==> config.mk <==
export PLATFORM = sky130hd
export DESIGN_NAME = lcd_driver_top
export DESIGN_NICKNAME = d
export VERILOG_FILES = /design/src/lcd_pkg.sv /design/src/lcd_driver_top.sv /design/src/lcd_cmd_dec.sv /design/src/lcd_i2c_rx.sv
export SDC_FILE = /design/constraint.sdc
export NUM_CORES = 1
export LEC_CHECK = 0
export BUFFER_PORTS_ARGS = -buffer_cell sky130_fd_sc_hd__buf_2
export CORE_MARGIN = 4
export CORE_UTILIZATION = 50
export DETAILED_ROUTE_END_ITERATION = 10
export PLACE_DENSITY = 0.69
export SYNTH_ARGS = -nofsm -noshare
export SYNTH_HDL_FRONTEND = slang
export SYNTH_HIERARCHICAL = 1
export SYNTH_SLANG_ARGS = --single-unit
==> constraint.sdc <==
create_clock -name aclk -period 6.45 [get_ports aclk]
set_input_delay 1.935 -clock aclk [delete_from_list [all_inputs] [get_ports aclk]]
set_output_delay 1.935 -clock aclk [all_outputs]
set_load 0.05 [all_outputs]
==> src/lcd_pkg.sv <==
package lcd_pkg;
  localparam logic [7:0] ADDR_CTRL = 8'h00;
  localparam logic [7:0] ADDR_STAT = 8'h04;
  localparam logic [7:0] ADDR_RADDR = 8'h08;
  localparam logic [7:0] ADDR_RDATA = 8'h0C;
  localparam logic [1:0] RESP_OKAY = 2'h0;
  localparam logic [1:0] RESP_DECERR = 2'h3;
  localparam int RAM_DEPTH = 60;
  localparam logic [6:0] PTR_MAX = 7'h3B;
  localparam logic [3:0] OP_MODE = 4'hC;
  localparam logic [4:0] OP_DEV = 5'h1C;
  localparam logic [5:0] OP_BANK = 6'h3E;
  localparam logic [4:0] OP_BLINK = 5'h1E;
  localparam logic [1:0] MODE_STATIC = 2'h1;
  localparam logic [1:0] MODE_MUX2 = 2'h2;
  localparam logic [1:0] MODE_MUX3 = 2'h3;
  localparam logic [1:0] MODE_MUX4 = 2'h0;
  localparam int CLK_HZ = 100000000;
  localparam int FCLK_HZ = 1536;
  localparam int FCLK_DIV_DEF = CLK_HZ / FCLK_HZ;
  localparam int BLINK_DIV1 = 768;
  localparam int BLINK_DIV2 = 1536;
  localparam int BLINK_DIV3 = 3072;
  localparam int STAT_PTR_LSB = 12;
  localparam int STAT_FRAME = 19;
  localparam int STAT_PHASE = 20;

  typedef enum logic [2:0] {CMD_NONE, CMD_MODE, CMD_PTR, CMD_DEV, CMD_BANK, CMD_BLINK} lcd_cmd_e;

  typedef struct packed {
    lcd_cmd_e kind;
    logic [6:0] arg;
  } lcd_cmd_s;

  typedef struct packed {
    logic [6:0] ptr;
    logic [1:0] blink_rate_field;
    logic blink_style_bit;
    logic out_bank;
    logic in_bank;
    logic [2:0] subaddr;
    logic [1:0] mode;
    logic bias_half;
    logic disp_en;
  } lcd_status_s;
endpackage : lcd_pkg

==> src/lcd_driver_top.sv <==
// The register addresses and the AXI4-Lite interface to the registers were chosen for this implementation.
`timescale 1ns/1ps
module lcd_driver_top #(
  parameter int FCLK_DIV = lcd_pkg::FCLK_DIV_DEF
) (
  input wire logic aclk,
  input wire logic aresetn,
  input wire logic [7:0] awaddr,
  input wire logic awvalid,
  output logic awready,
  input wire logic [31:0] wdata,
  input wire logic [3:0] wstrb,
  input wire logic wvalid,
  output logic wready,
  output logic [1:0] bresp,
  output logic bvalid,
  input wire logic bready,
  input wire logic [7:0] araddr,
  input wire logic arvalid,
  output logic arready,
  output logic [31:0] rdata,
  output logic [1:0] rresp,
  output logic rvalid,
  input wire logic rready,
  input wire logic scl,
  input wire logic sda,
  output logic lcd_supply_level_q,
  output logic bias_half_q,
  output logic [1:0] drive_mode_q,
  output logic [1:0] row_sel_q,
  output logic [59:0] seg_q
);
  // ---------------- register bus ----------------
  logic aw_have_q, w_have_q, data_mode_q;
  logic [7:0] awaddr_q;
  logic [31:0] wdata_q;
  logic [3:0] wstrb_q;
  logic [5:0] raddr_q;
  logic [31:0] rd_mux;
  logic aw_hs, w_hs, ar_hs, do_wr, wr_hit;
  lcd_pkg::lcd_status_s st_q;
  logic [3:0] ram_q [lcd_pkg::RAM_DEPTH];
  logic frame, phase_q;

  assign aw_hs = awvalid & awready;
  assign w_hs = wvalid & wready;
  assign ar_hs = arvalid & arready;
  assign do_wr = aw_have_q & w_have_q & ~bvalid;
  assign wr_hit = awaddr_q == lcd_pkg::ADDR_CTRL || awaddr_q == lcd_pkg::ADDR_RADDR
    || awaddr_q == lcd_pkg::ADDR_STAT || awaddr_q == lcd_pkg::ADDR_RDATA;

  always_ff @(posedge aclk) begin
    if (!aresetn) begin
      awready <= 1'b1;
      wready <= 1'b1;
      aw_have_q <= 1'b0;
      w_have_q <= 1'b0;
      bvalid <= 1'b0;
      bresp <= lcd_pkg::RESP_OKAY;
      awaddr_q <= 8'h00;
      wdata_q <= 32'h0000_0000;
      wstrb_q <= 4'h0;
    end else begin
      if (aw_hs) begin
        awaddr_q <= awaddr;
        awready <= 1'b0;
        aw_have_q <= 1'b1;
      end
      if (w_hs) begin
        wdata_q <= wdata;
        wstrb_q <= wstrb;
        wready <= 1'b0;
        w_have_q <= 1'b1;
      end
      if (do_wr) begin
        bvalid <= 1'b1;
        bresp <= wr_hit ? lcd_pkg::RESP_OKAY : lcd_pkg::RESP_DECERR;
        aw_have_q <= 1'b0;
        w_have_q <= 1'b0;
      end
      if (bvalid && bready) begin
        bvalid <= 1'b0;
        awready <= 1'b1;
        wready <= 1'b1;
      end
    end
  end

  // status and data registers are read only; writes there are ignored
  always_ff @(posedge aclk) begin
    if (!aresetn) begin
      data_mode_q <= 1'b0;
      raddr_q <= 6'h00;
    end else if (do_wr && wstrb_q[0]) begin
      if (awaddr_q == lcd_pkg::ADDR_CTRL) begin
        data_mode_q <= wdata_q[0];
      end
      if (awaddr_q == lcd_pkg::ADDR_RADDR) begin
        raddr_q <= wdata_q[5:0];
      end
    end
  end

  always_comb begin
    rd_mux = 32'h0000_0000;
    unique case (araddr)
      lcd_pkg::ADDR_CTRL: rd_mux[0] = data_mode_q;
      lcd_pkg::ADDR_STAT: begin
        rd_mux[lcd_pkg::STAT_FRAME-1:0] = st_q;
        rd_mux[lcd_pkg::STAT_FRAME] = frame;
        rd_mux[lcd_pkg::STAT_PHASE] = phase_q;
      end
      lcd_pkg::ADDR_RADDR: rd_mux[5:0] = raddr_q;
      lcd_pkg::ADDR_RDATA: rd_mux[3:0] = (raddr_q < 6'd60) ? ram_q[raddr_q] : 4'h0;
      default: rd_mux = 32'h0000_0000;
    endcase
  end

  always_ff @(posedge aclk) begin
    if (!aresetn) begin
      arready <= 1'b1;
      rvalid <= 1'b0;
      rdata <= 32'h0000_0000;
      rresp <= lcd_pkg::RESP_OKAY;
    end else if (ar_hs) begin
      arready <= 1'b0;
      rvalid <= 1'b1;
      rdata <= rd_mux;
      rresp <= (araddr == lcd_pkg::ADDR_CTRL || araddr == lcd_pkg::ADDR_STAT ||
        araddr == lcd_pkg::ADDR_RADDR || araddr == lcd_pkg::ADDR_RDATA) ?
        lcd_pkg::RESP_OKAY : lcd_pkg::RESP_DECERR;
    end else if (rvalid && rready) begin
      rvalid <= 1'b0;
      arready <= 1'b1;
    end
  end

  // ---------------- serial link and decoding ----------------
  logic byte_valid;
  logic [7:0] byte_data;
  lcd_pkg::lcd_cmd_s cmd;
  logic cmd_go, data_go, bank_ok;

  lcd_i2c_rx u_rx (
    .aclk(aclk),
    .aresetn(aresetn),
    .scl(scl),
    .sda(sda),
    .byte_valid(byte_valid),
    .byte_data(byte_data),
    .in_frame(frame)
  );

  lcd_cmd_dec u_dec (
    .cmd_byte(byte_data),
    .cmd(cmd)
  );

  assign cmd_go = byte_valid & ~data_mode_q;
  assign data_go = byte_valid & data_mode_q;
  assign bank_ok = st_q.mode == lcd_pkg::MODE_STATIC || st_q.mode == lcd_pkg::MODE_MUX2;

  // ---------------- display data filling ----------------
  logic fill_q;
  logic [7:0] fill_byte_q;
  logic [3:0] fill_left_q;
  logic [2:0] bpa;
  logic [1:0] in_base;
  logic [6:0] ptr_next;

  // bits per RAM address follow the backplane count
  assign bpa = (st_q.mode == lcd_pkg::MODE_STATIC) ? 3'd1 :
    (st_q.mode == lcd_pkg::MODE_MUX2) ? 3'd2 :
    (st_q.mode == lcd_pkg::MODE_MUX3) ? 3'd3 : 3'd4;
  // input bank picks row 2 or rows 2 and 3
  assign in_base = (bank_ok && st_q.in_bank) ? 2'd2 : 2'd0;
  assign ptr_next = (st_q.ptr >= lcd_pkg::PTR_MAX) ? 7'h00 : st_q.ptr + 7'h01;

  always_ff @(posedge aclk) begin
    if (!aresetn) begin
      fill_q <= 1'b0;
      fill_byte_q <= 8'h00;
      fill_left_q <= 4'h0;
    end else if (data_go) begin
      fill_q <= 1'b1;
      fill_byte_q <= byte_data;
      fill_left_q <= 4'h8;
    end else if (fill_q) begin
      fill_byte_q <= fill_byte_q << bpa;
      fill_left_q <= (fill_left_q > {1'b0, bpa}) ? fill_left_q - {1'b0, bpa} : 4'h0;
      fill_q <= fill_left_q > {1'b0, bpa};
    end
  end

  // msb first, one address per step
  always_ff @(posedge aclk) begin
    if (fill_q && st_q.ptr < 7'd60) begin
      for (int r = 0; r < 4; r++) begin
        if (r < int'(bpa) && r < int'(fill_left_q)) begin
          ram_q[st_q.ptr[5:0]][in_base + 2'(r)] <= fill_byte_q[7 - r];
        end
      end
    end
  end

  // ---------------- display controller status ----------------
  // apply each decoded command
  always_ff @(posedge aclk) begin
    if (!aresetn) begin
      st_q <= '0;
    end else if (cmd_go) begin
      unique case (cmd.kind)
        lcd_pkg::CMD_MODE: begin
          st_q.disp_en <= cmd.arg[3];
          st_q.bias_half <= cmd.arg[2];
          st_q.mode <= cmd.arg[1:0];
        end
        lcd_pkg::CMD_PTR: st_q.ptr <= cmd.arg;
        lcd_pkg::CMD_DEV: st_q.subaddr <= cmd.arg[2:0];
        // only static and 1:2 switch banks
        lcd_pkg::CMD_BANK: begin
          if (bank_ok) begin
            st_q.in_bank <= cmd.arg[1];
            st_q.out_bank <= cmd.arg[0];
          end
        end
        lcd_pkg::CMD_BLINK: begin
          st_q.blink_style_bit <= cmd.arg[2];
          st_q.blink_rate_field <= cmd.arg[1:0];
        end
        lcd_pkg::CMD_NONE: st_q <= st_q;
      endcase
    end else if (fill_q) begin
      st_q.ptr <= ptr_next;
    end
  end

  // ---------------- blink timing ----------------
  logic [$clog2(FCLK_DIV)-1:0] div_q;
  logic tick_q;
  logic [10:0] blink_cnt_q;
  logic [10:0] half_max;
  logic alt_eff, swap, blank_blink;

  // half periods of 384, 768, 1536 ticks
  assign half_max = (st_q.blink_rate_field == 2'h1) ? 11'(lcd_pkg::BLINK_DIV1 / 2 - 1) :
    (st_q.blink_rate_field == 2'h2) ? 11'(lcd_pkg::BLINK_DIV2 / 2 - 1) :
    11'(lcd_pkg::BLINK_DIV3 / 2 - 1);

  always_ff @(posedge aclk) begin
    if (!aresetn) begin
      div_q <= '0;
      tick_q <= 1'b0;
    end else begin
      tick_q <= div_q == $bits(div_q)'(FCLK_DIV - 1);
      div_q <= (div_q == $bits(div_q)'(FCLK_DIV - 1)) ? '0 : div_q + 1'b1;
    end
  end

  always_ff @(posedge aclk) begin
    if (!aresetn || st_q.blink_rate_field == 2'h0) begin
      blink_cnt_q <= 11'h000;
      phase_q <= 1'b0;
    end else if (tick_q) begin
      blink_cnt_q <= (blink_cnt_q >= half_max) ? 11'h000 : blink_cnt_q + 11'h001;
      if (blink_cnt_q >= half_max) begin
        phase_q <= ~phase_q;
      end
    end
  end

  // alternate style only where a spare bank exists
  assign alt_eff = st_q.blink_style_bit & bank_ok;
  // swap displayed rows on the blink phase
  assign swap = alt_eff & phase_q;
  assign blank_blink = ~alt_eff & phase_q;

  // ---------------- outputs ----------------
  logic [1:0] scan_q;
  logic [1:0] scan_last;
  logic [1:0] out_base;

  assign scan_last = (st_q.mode == lcd_pkg::MODE_STATIC) ? 2'd0 :
    (st_q.mode == lcd_pkg::MODE_MUX2) ? 2'd1 :
    (st_q.mode == lcd_pkg::MODE_MUX3) ? 2'd2 : 2'd3;
  // output bank picks row 2 or rows 2 and 3
  assign out_base = (bank_ok && (st_q.out_bank ^ swap)) ? 2'd2 : 2'd0;

  always_ff @(posedge aclk) begin
    if (!aresetn) begin
      scan_q <= 2'd0;
    end else if (scan_q > scan_last) begin
      scan_q <= 2'd0;
    end else if (tick_q) begin
      scan_q <= (scan_q == scan_last) ? 2'd0 : scan_q + 2'd1;
    end
  end

  always_ff @(posedge aclk) begin
    if (!aresetn) begin
      lcd_supply_level_q <= 1'b1;
      bias_half_q <= 1'b0;
      drive_mode_q <= lcd_pkg::MODE_MUX4;
      row_sel_q <= 2'd0;
    end else begin
      // blank by holding every output at the supply level
      lcd_supply_level_q <= ~st_q.disp_en | blank_blink;
      // bias has no meaning in static mode
      bias_half_q <= st_q.bias_half & (st_q.mode != lcd_pkg::MODE_STATIC);
      // drive mode passed to the waveform stage
      drive_mode_q <= st_q.mode;
      row_sel_q <= out_base + scan_q;
    end
  end

  for (genvar i = 0; i < lcd_pkg::RAM_DEPTH; i++) begin : g_seg
    always_ff @(posedge aclk) begin
      if (!aresetn) begin
        seg_q[i] <= 1'b0;
      end else begin
        seg_q[i] <= ram_q[i][out_base + scan_q];
      end
    end
  end
endmodule : lcd_driver_top

==> src/lcd_cmd_dec.sv <==
`timescale 1ns/1ps
module lcd_cmd_dec (
  input wire logic [7:0] cmd_byte,
  output lcd_pkg::lcd_cmd_s cmd
);
  function automatic lcd_pkg::lcd_cmd_e classify(input logic [7:0] b);
    if (!b[7]) begin
      return lcd_pkg::CMD_PTR;
    end else if (b[7:4] == lcd_pkg::OP_MODE) begin
      return lcd_pkg::CMD_MODE;
    end else if (b[7:3] == lcd_pkg::OP_DEV) begin
      return lcd_pkg::CMD_DEV;
    end else if (b[7:2] == lcd_pkg::OP_BANK) begin
      return lcd_pkg::CMD_BANK;
    end else if (b[7:3] == lcd_pkg::OP_BLINK) begin
      return lcd_pkg::CMD_BLINK;
    end
    return lcd_pkg::CMD_NONE;
  endfunction : classify

  assign cmd.kind = classify(cmd_byte);
  assign cmd.arg = cmd_byte[6:0];
endmodule : lcd_cmd_dec

==> src/lcd_i2c_rx.sv <==
`timescale 1ns/1ps
module lcd_i2c_rx (
  input wire logic aclk,
  input wire logic aresetn,
  input wire logic scl,
  input wire logic sda,
  output logic byte_valid,
  output logic [7:0] byte_data,
  output logic in_frame
);
  logic scl_m_q, scl_s_q, scl_p_q;
  logic sda_m_q, sda_s_q, sda_p_q;
  logic [3:0] bit_cnt_q;
  logic [7:0] sh_q;
  logic start_det, stop_det, scl_rise;

  assign start_det = scl_s_q & scl_p_q & sda_p_q & ~sda_s_q;
  assign stop_det = scl_s_q & scl_p_q & ~sda_p_q & sda_s_q;
  assign scl_rise = scl_s_q & ~scl_p_q;

  always_ff @(posedge aclk) begin
    if (!aresetn) begin
      {scl_m_q, scl_s_q, scl_p_q} <= 3'h7;
      {sda_m_q, sda_s_q, sda_p_q} <= 3'h7;
    end else begin
      {scl_m_q, scl_s_q, scl_p_q} <= {scl, scl_m_q, scl_s_q};
      {sda_m_q, sda_s_q, sda_p_q} <= {sda, sda_m_q, sda_s_q};
    end
  end

  always_ff @(posedge aclk) begin
    if (!aresetn) begin
      in_frame <= 1'b0;
      bit_cnt_q <= 4'h0;
      sh_q <= 8'h00;
      byte_valid <= 1'b0;
      byte_data <= 8'h00;
    end else begin
      byte_valid <= 1'b0;
      if (start_det) begin
        in_frame <= 1'b1;
        bit_cnt_q <= 4'h0;
      end else if (stop_det) begin
        in_frame <= 1'b0;
      // data sampled only at clock rise
      end else if (scl_rise && in_frame) begin
        if (bit_cnt_q == 4'h8) begin
          bit_cnt_q <= 4'h0;
        end else begin
          sh_q <= {sh_q[6:0], sda_s_q};
          bit_cnt_q <= bit_cnt_q + 4'h1;
        end
        if (bit_cnt_q == 4'h7) begin
          byte_valid <= 1'b1;
          byte_data <= {sh_q[6:0], sda_s_q};
        end
      end
    end
  end
endmodule : lcd_i2c_rx

=== After elaboration in Yosys (flattened, before gate mapping) ===
Memories as Yosys holds them, arrays and structs flattened. A register that Yosys moved wholly into a read port is not among the register bits.
Cells that the tools add are included.

* Multiplexer cells: 203
* Add/sub/neg operators: 10
* Reduce and logical (&&, ||, !) cells: 49
* Equality and inequality tests: 26
* Bitwise logic cells: 44
* Magnitude comparators: 23
* Shifts and indexed selects: 1

{| class="wikitable"
|+ Operators with widths
! cell !! count
|-
| binary-select mux 1 bit (select 2 bit) || 60
|-
| 2-to-1 mux 1 bit || 99
|-
| 2-to-1 mux 4 bit || 9
|-
| 2-to-1 mux 11 bit || 3
|-
| == test 8 x 4 -> 1 bit (second input constant) || 4
|-
| 2-to-1 mux 7 bit || 4
|-
| 2-to-1 mux 3 bit || 9
|-
| AND 1 bit || 17
|-
| adder 16 x 1 -> 16 bit (second input constant) || 1
|-
| == test 16 bit (second input constant) || 1
|-
| == test 8 x 3 -> 1 bit (second input constant) || 2
|-
| zero test 8 bit || 2
|-
| 2-to-1 mux 8 bit || 2
|-
| AND reduction 2 bit || 8
|-
| logical AND 1 bit || 15
|-
| < comparator 2 x 3 -> 1 bit (second input constant) || 5
|-
| 2-to-1 mux 15 bit || 1
|-
| 2-to-1 mux 2 bit || 7
|-
| inverter 1 bit || 13
|-
| bitwise OR 1 bit || 13
|-
| 2-to-1 mux 6 bit || 2
|-
| OR reduction 2 bit || 6
|-
| adder 11 x 1 -> 11 bit (second input constant) || 1
|-
| >= comparator 11 bit || 1
|-
| 40 further kinds || 71
|}

* Output and inout port bits: 107
* Bits in writable memories: 240
* Bits of input ports: 61
* Bits in registers: 210
* Memories: 1

{| class="wikitable"
|+ Memory list
! memory !! depth !! width !! read ports !! clocked after Yosys merged registers in !! wr ports !! RTL line !! source
|-
| ram_q || 60 || 4 || 61 || 1 || 1 || lcd_driver_top.sv:42 || <nowiki>logic [3:0] ram_q [lcd_pkg::RAM_DEPTH];</nowiki>
|}

=== Logic depth before layout (Yosys ltp) ===
* Word-level depth: 13
* Mapped depth: 11
* Depth with buffers taken out: 10

=== Cells and area by module ===
Netlist, hierarchy kept.

{| class="wikitable"
|+ By module, submodules not included
! module !! cells an instance !! instances !! sequential area each (um^2) !! area an instance (um^2)
|-
| lcd_driver_top || 1701 || 1 || 11431.0 || 20284.5
|-
| lcd_i2c_rx || 116 || 1 || 540.5 || 1087.3
|-
| lcd_cmd_dec || 13 || 1 || 0.0 || 91.3
|}

=== Worst setup path before layout ===
OpenSTA, ideal clock, no wires.

* Path type: register -> register
* Start point: register st_q[2] (netlist bit)
* End point: memory ram_q[0][2] (data pin)
* Cell stages (with the launch flop): 6
* Arrival: 3650 ps
* Data required time: 5748 ps
* Buffers on the path: 1
* Library setup time: 702 ps
* Path slack: 2098 ps
* Clock period less this slack: 4352 ps
* Cells stage by stage: dfxtp_1 inv_1 ha_1 clkbuf_1 nor3_1 o21ai_0

* Longest elaborated chain between the ends: 13
* Elaborated cells on any way between the ends: 45
* Those cells by class: 3 x add/sub; 9 x order compare; 3 x eq/ne; 22 x mux; 8 x reduce/logical

{| class="wikitable"
|+ Ends and longest elaborated chain
! item !! RTL line !! source
|-
| start, declared || lcd_driver_top.sv:41 || <nowiki>lcd_pkg::lcd_status_s st_q;</nowiki>
|-
| start signal, assigned || lcd_driver_top.sv:231 || <nowiki>lcd_pkg::CMD_NONE: st_q <= st_q;</nowiki>
|-
| == test 2 x 1 -> 1 bit or == test 2 bit (tied branches) || lcd_driver_top.sv:161, lcd_driver_top.sv:172, lcd_driver_top.sv:173 ||
|-
| logical OR 1 bit || lcd_driver_top.sv:161 || <nowiki>assign bank_ok = st_q.mode == lcd_pkg::MODE_STATIC || st_q.mode == lcd_pkg::MODE_MUX2;</nowiki>
|-
| logical AND 1 bit || lcd_driver_top.sv:176 || <nowiki>assign in_base = (bank_ok && st_q.in_bank) ? 2'd2 : 2'd0;</nowiki>
|-
| 2-to-1 mux 2 bit || lcd_driver_top.sv:176 ||
|-
| adder 2 x 1 -> 2 bit || lcd_driver_top.sv:200 || <nowiki>ram_q[st_q.ptr[5:0]][in_base + 2'(r)] <= fill_byte_q[7 - r];</nowiki>
|-
| < comparator 2 x 3 -> 1 bit (implied by the code) or >= comparator 2 x 1 -> 1 bit (tied branches) || lcd_driver_top.sv:200 ||
|-
| logical AND 1 bit (implied by the code) || lcd_driver_top.sv:200 ||
|-
| 2-to-1 mux 1 bit (implied by the code) || lcd_driver_top.sv:200 ||
|-
| demux 1 bit (select 2 bit) || lcd_driver_top.sv:200 ||
|-
| 2-to-1 mux 4 bit (implied by the code) || lcd_driver_top.sv:200 ||
|-
| 2-to-1 mux 1 bit (no line) (2 in a row) || - ||
|-
| 2-to-1 mux 1 bit (no line) (*) || - ||
|-
| end, declared || lcd_driver_top.sv:42 ||
|}

Mark *: on every way between the ends. The rest lies on a longest branch, timed or not.

=== Final worst setup path ===
* Start point: register fill_q
* End point: memory ram_q[59][1] (data pin)

* Longest elaborated chain between the ends: 6
* Elaborated cells on any way between the ends: 10
* Those cells by class: 9 x mux; 1 x reduce/logical

{| class="wikitable"
|+ Ends and longest elaborated chain
! item !! RTL line !! source
|-
| start, declared || lcd_driver_top.sv:164 || <nowiki>logic fill_q;</nowiki>
|-
| start signal, assigned || lcd_driver_top.sv:191 || <nowiki>fill_q <= fill_left_q > {1'b0, bpa};</nowiki>
|-
| logical AND 1 bit (*) || lcd_driver_top.sv:197 || <nowiki>if (fill_q && st_q.ptr < 7'd60) begin</nowiki>
|-
| 2-to-1 mux 1 bit || lcd_driver_top.sv:197 ||
|-
| 2-to-1 mux 4 bit (implied by the code) || lcd_driver_top.sv:200 ||
|-
| 2-to-1 mux 1 bit (no line) (2 in a row) || - ||
|-
| 2-to-1 mux 1 bit (no line) (*) || - ||
|}

Marked as above.

==> results.sh <==
export IMPL_synthCells=1830
export IMPL_synth_top_family_by_area="simple AND/OR/NAND/NOR gates"
export IMPL_post_cts_resize_count=0
export IMPL_final_nets=1998
export IMPL_ys_ff_latch=470
export IMPL_drc=0
export IMPL_cts_max_path_buffers=3
export IMPL_p_per_area_nw_per_um2=253
export IMPL_grt_remaining_overflow=0
export IMPL_hold_violations=0
export IMPL_root_buffer="clkbuf_16"
export IMPL_max_freq_mhz=227
export IMPL_numClockSinks=470
export IMPL_clk_pin_slew_ns=0.06
export IMPL_holdBufCountCts=0
export IMPL_port_buffers=127
export IMPL_grt_max_degree=66
export IMPL_required_ns=6.81
export IMPL_floorplan_initialDensity_pct=50.8
export IMPL_start_kind="register"
export IMPL_power_uw=6070
export IMPL_min_period_ns=4.41
export IMPL_yosys_area_share_simple_pct=15.8
export IMPL_worstSetupEndpointType="register"
export IMPL_viasPerCell=6.06
export IMPL_synth_ff_type="edfxtp_1"
export IMPL_final_cell_mix="nor2_1, edfxtp_1, dfxtp_1"
export IMPL_antenna_found_initial=4
export IMPL_die_w_um=215
export IMPL_cts_buffers=49
export IMPL_drv_cap=0
export IMPL_rsz0062_at_grt="false"
export IMPL_synthXorXnorAreaFrac_pct=1.10
export IMPL_fin_skew_ns=0.0305
export IMPL_cts_htree_levels=2
export IMPL_core_area_sq_um=42200
export IMPL_dieArea_sq_um=46300
export IMPL_critical_path_class="reg2reg"
export IMPL_antenna_left=0
export IMPL_drt_total_wl_um=56000
export IMPL_ir_worst_vdd_mv=0.162
export IMPL_n_fill_cell=3490
export IMPL_maxSlewHeadroom_pct=17.3
export IMPL_postPlaceCellArea_sq_um=22400
export IMPL_timing_worst_slew_pin_value_ns=1.23
export IMPL_num_vias=15117
export IMPL_drtPass1Iterations=6
export IMPL_synth_edff_count=256
export IMPL_synth_compound_area_share_pct=7.07
export IMPL_min_path_type="reg2reg"
export IMPL_tritoncts="yes"
export IMPL_setup_violations=0
export IMPL_final_area_sq_um=24000
export IMPL_yosysUniqueCellTypes=77
export IMPL_die_y_um=215
export IMPL_syn_area_per_cell_sq_um=11.7
export IMPL_critPathMaxFanout=61
export IMPL_status="finished clean"
export IMPL_ys_seq_area_share_pct=55.8
export IMPL_synth_adder_area_share_pct=1.42
export IMPL_grt_pass1_wl_um=86700
export IMPL_worst_slack_ns=2.04
export IMPL_drive_above_1_share_pct=18.9
export IMPL_clkLatencyLatePin_ns=0.59
export IMPL_drtIter0Drc=1485
export IMPL_drv_slew=0
export IMPL_ys_warn_count=6
export IMPL_post_cts_setup_buffer_count=0
export IMPL_synth_async_reset_ratio_pct=0
export IMPL_critPathArrivalTime_ns=4.77
export IMPL_gp_congestion=0.865
export IMPL_grt_pass1_vias=15235
export IMPL_synthMuxAreaShare_pct=14.9
export IMPL_io_pins=168
export IMPL_final_common_cell="nor2_1"
export IMPL_leakage_uw=0.00806
export IMPL_synthToLayoutAreaGrowth_pct=11.9
export IMPL_pre_cts_ws_ns=2.11
export IMPL_synth_area_sq_um=21500
export IMPL_rows=75
export IMPL_groute_usage_overall_pct=23.8
export IMPL_setup_tns_ns=0
export IMPL_place_hpwl_um=35100
export IMPL_routedWlPerCell_um=22.4
export IMPL_finalCritPeriodShare_pct=68.4
==> Yosys cell counts (all sizes together), types with 4 or more instances <==
master	n	area, sq um
nor2b	12	75.1
or3b	4	35.0
o21ai	52	260
a211oi	12	90.1
a31oi	4	25.0
xor2	10	87.6
dfxtp	214	4280
edfxtp	256	7690
buf	58	414
mux2	9	101
nand2b	19	119
nand2	136	510
and3	8	50.1
nand4	12	75.1
a221oi	9	78.8
a22oi	35	263
nor2	341	1280
nand3b	9	71.3
xnor2	16	148
nor3b	13	97.6
o31ai	5	37.5
or3	4	25.0
and2	74	463
inv	31	116
a21oi	61	305
and3b	7	62.6
nor3	26	130
mux4	118	2690
ha	22	275
o22ai	4	25.0
clkbuf	83	313
mux2i	40	400
a21boi	17	128
nand3	52	260
nor4	6	37.5
==> final cells by class <==
cell class,instances,area (sq um),area share (%)
flip-flops and latches,470,12000,49.9
multi-input cells,1213,8860,36.9
well taps,539,674,2.81
clock inverters,14,82.6,0.344
clock buffers,77,1490,6.19
diodes,2,5.00,0.0208
repair buffers,148,806,3.35
inverters,32,120,0.500
==> cell families after synthesis <==
group,count (synthesis)
simple gates,735
flops,470
compound gates,234
buf+inv,173
mux,167
xor+xnor,26
fa+ha+maj,24
other cells,1
==> critical path: stages, from the launching register on <==
cell       delay [ns]
dfxtp_1          0.70
clkinv_1         0.45
a211oi_1         1.05
o21ai_4          0.09
buf_4            0.44
a2bb2oi_4        0.94
buf_4            0.46
==> through the flow <==
stage	utilization (%)	cells	hold WS [ns]
after floorplan	-	1856	0.381
after global placement	53.1	2402	0.388
after detailed placement	53.1	2402	0.391
after CTS	56.9	2493	0.406
after global routing	56.9	2495	0.438
final	56.9	2495	0.404
==> power by group <==
group | internal [uW] | leakage, uW | switching, uW
registers | 3150 | 0.00414 | 13.8
clock network | 1580 | 0.000780 | 1170
logic | 36.1 | 0.00314 | 116
total | 4770 | 0.00806 | 1300
==> flip-flops by register name (all words and copies together) (netlist names), 2 cells and up, named ones only <==
register,count
fill_left_q,4
fill_byte_q,8
div_q,16
drive_mode_q,2
blink_cnt_q,11
wdata_q,6
u_rx/byte_data,8
ram_q,256
st_q,19
scan_q,2
rdata,21
seg_q,60
row_sel_q,2
u_rx/sh_q,7
awaddr_q,8
raddr_q,6
u_rx/bit_cnt_q,4
==> path summary, 6_finish.rpt <==
path / from / endpoint / slack (ns) / cells after the start
setup reg to reg: fill_q / ram_q[59][1] / 2.04 / 6
hold reg to reg: u_rx/scl_m_q / u_rx/scl_s_q / 0.40 / 1
hold / removal: u_rx/scl_m_q / u_rx/scl_s_q / 0.40 / 1
setup / recovery: fill_q / ram_q[59][1] / 2.04 / 6
==> routing by layer <==
metal	vias to the layer above	wire [um]	track usage (%)
li1	6789	-	-
met1	7421	21100	30.4
met2	764	27500	40.2
met3	141	4980	4.29
met4	2	2370	10.2
met5	-	13	0
(Power assumes the default switching activity.)
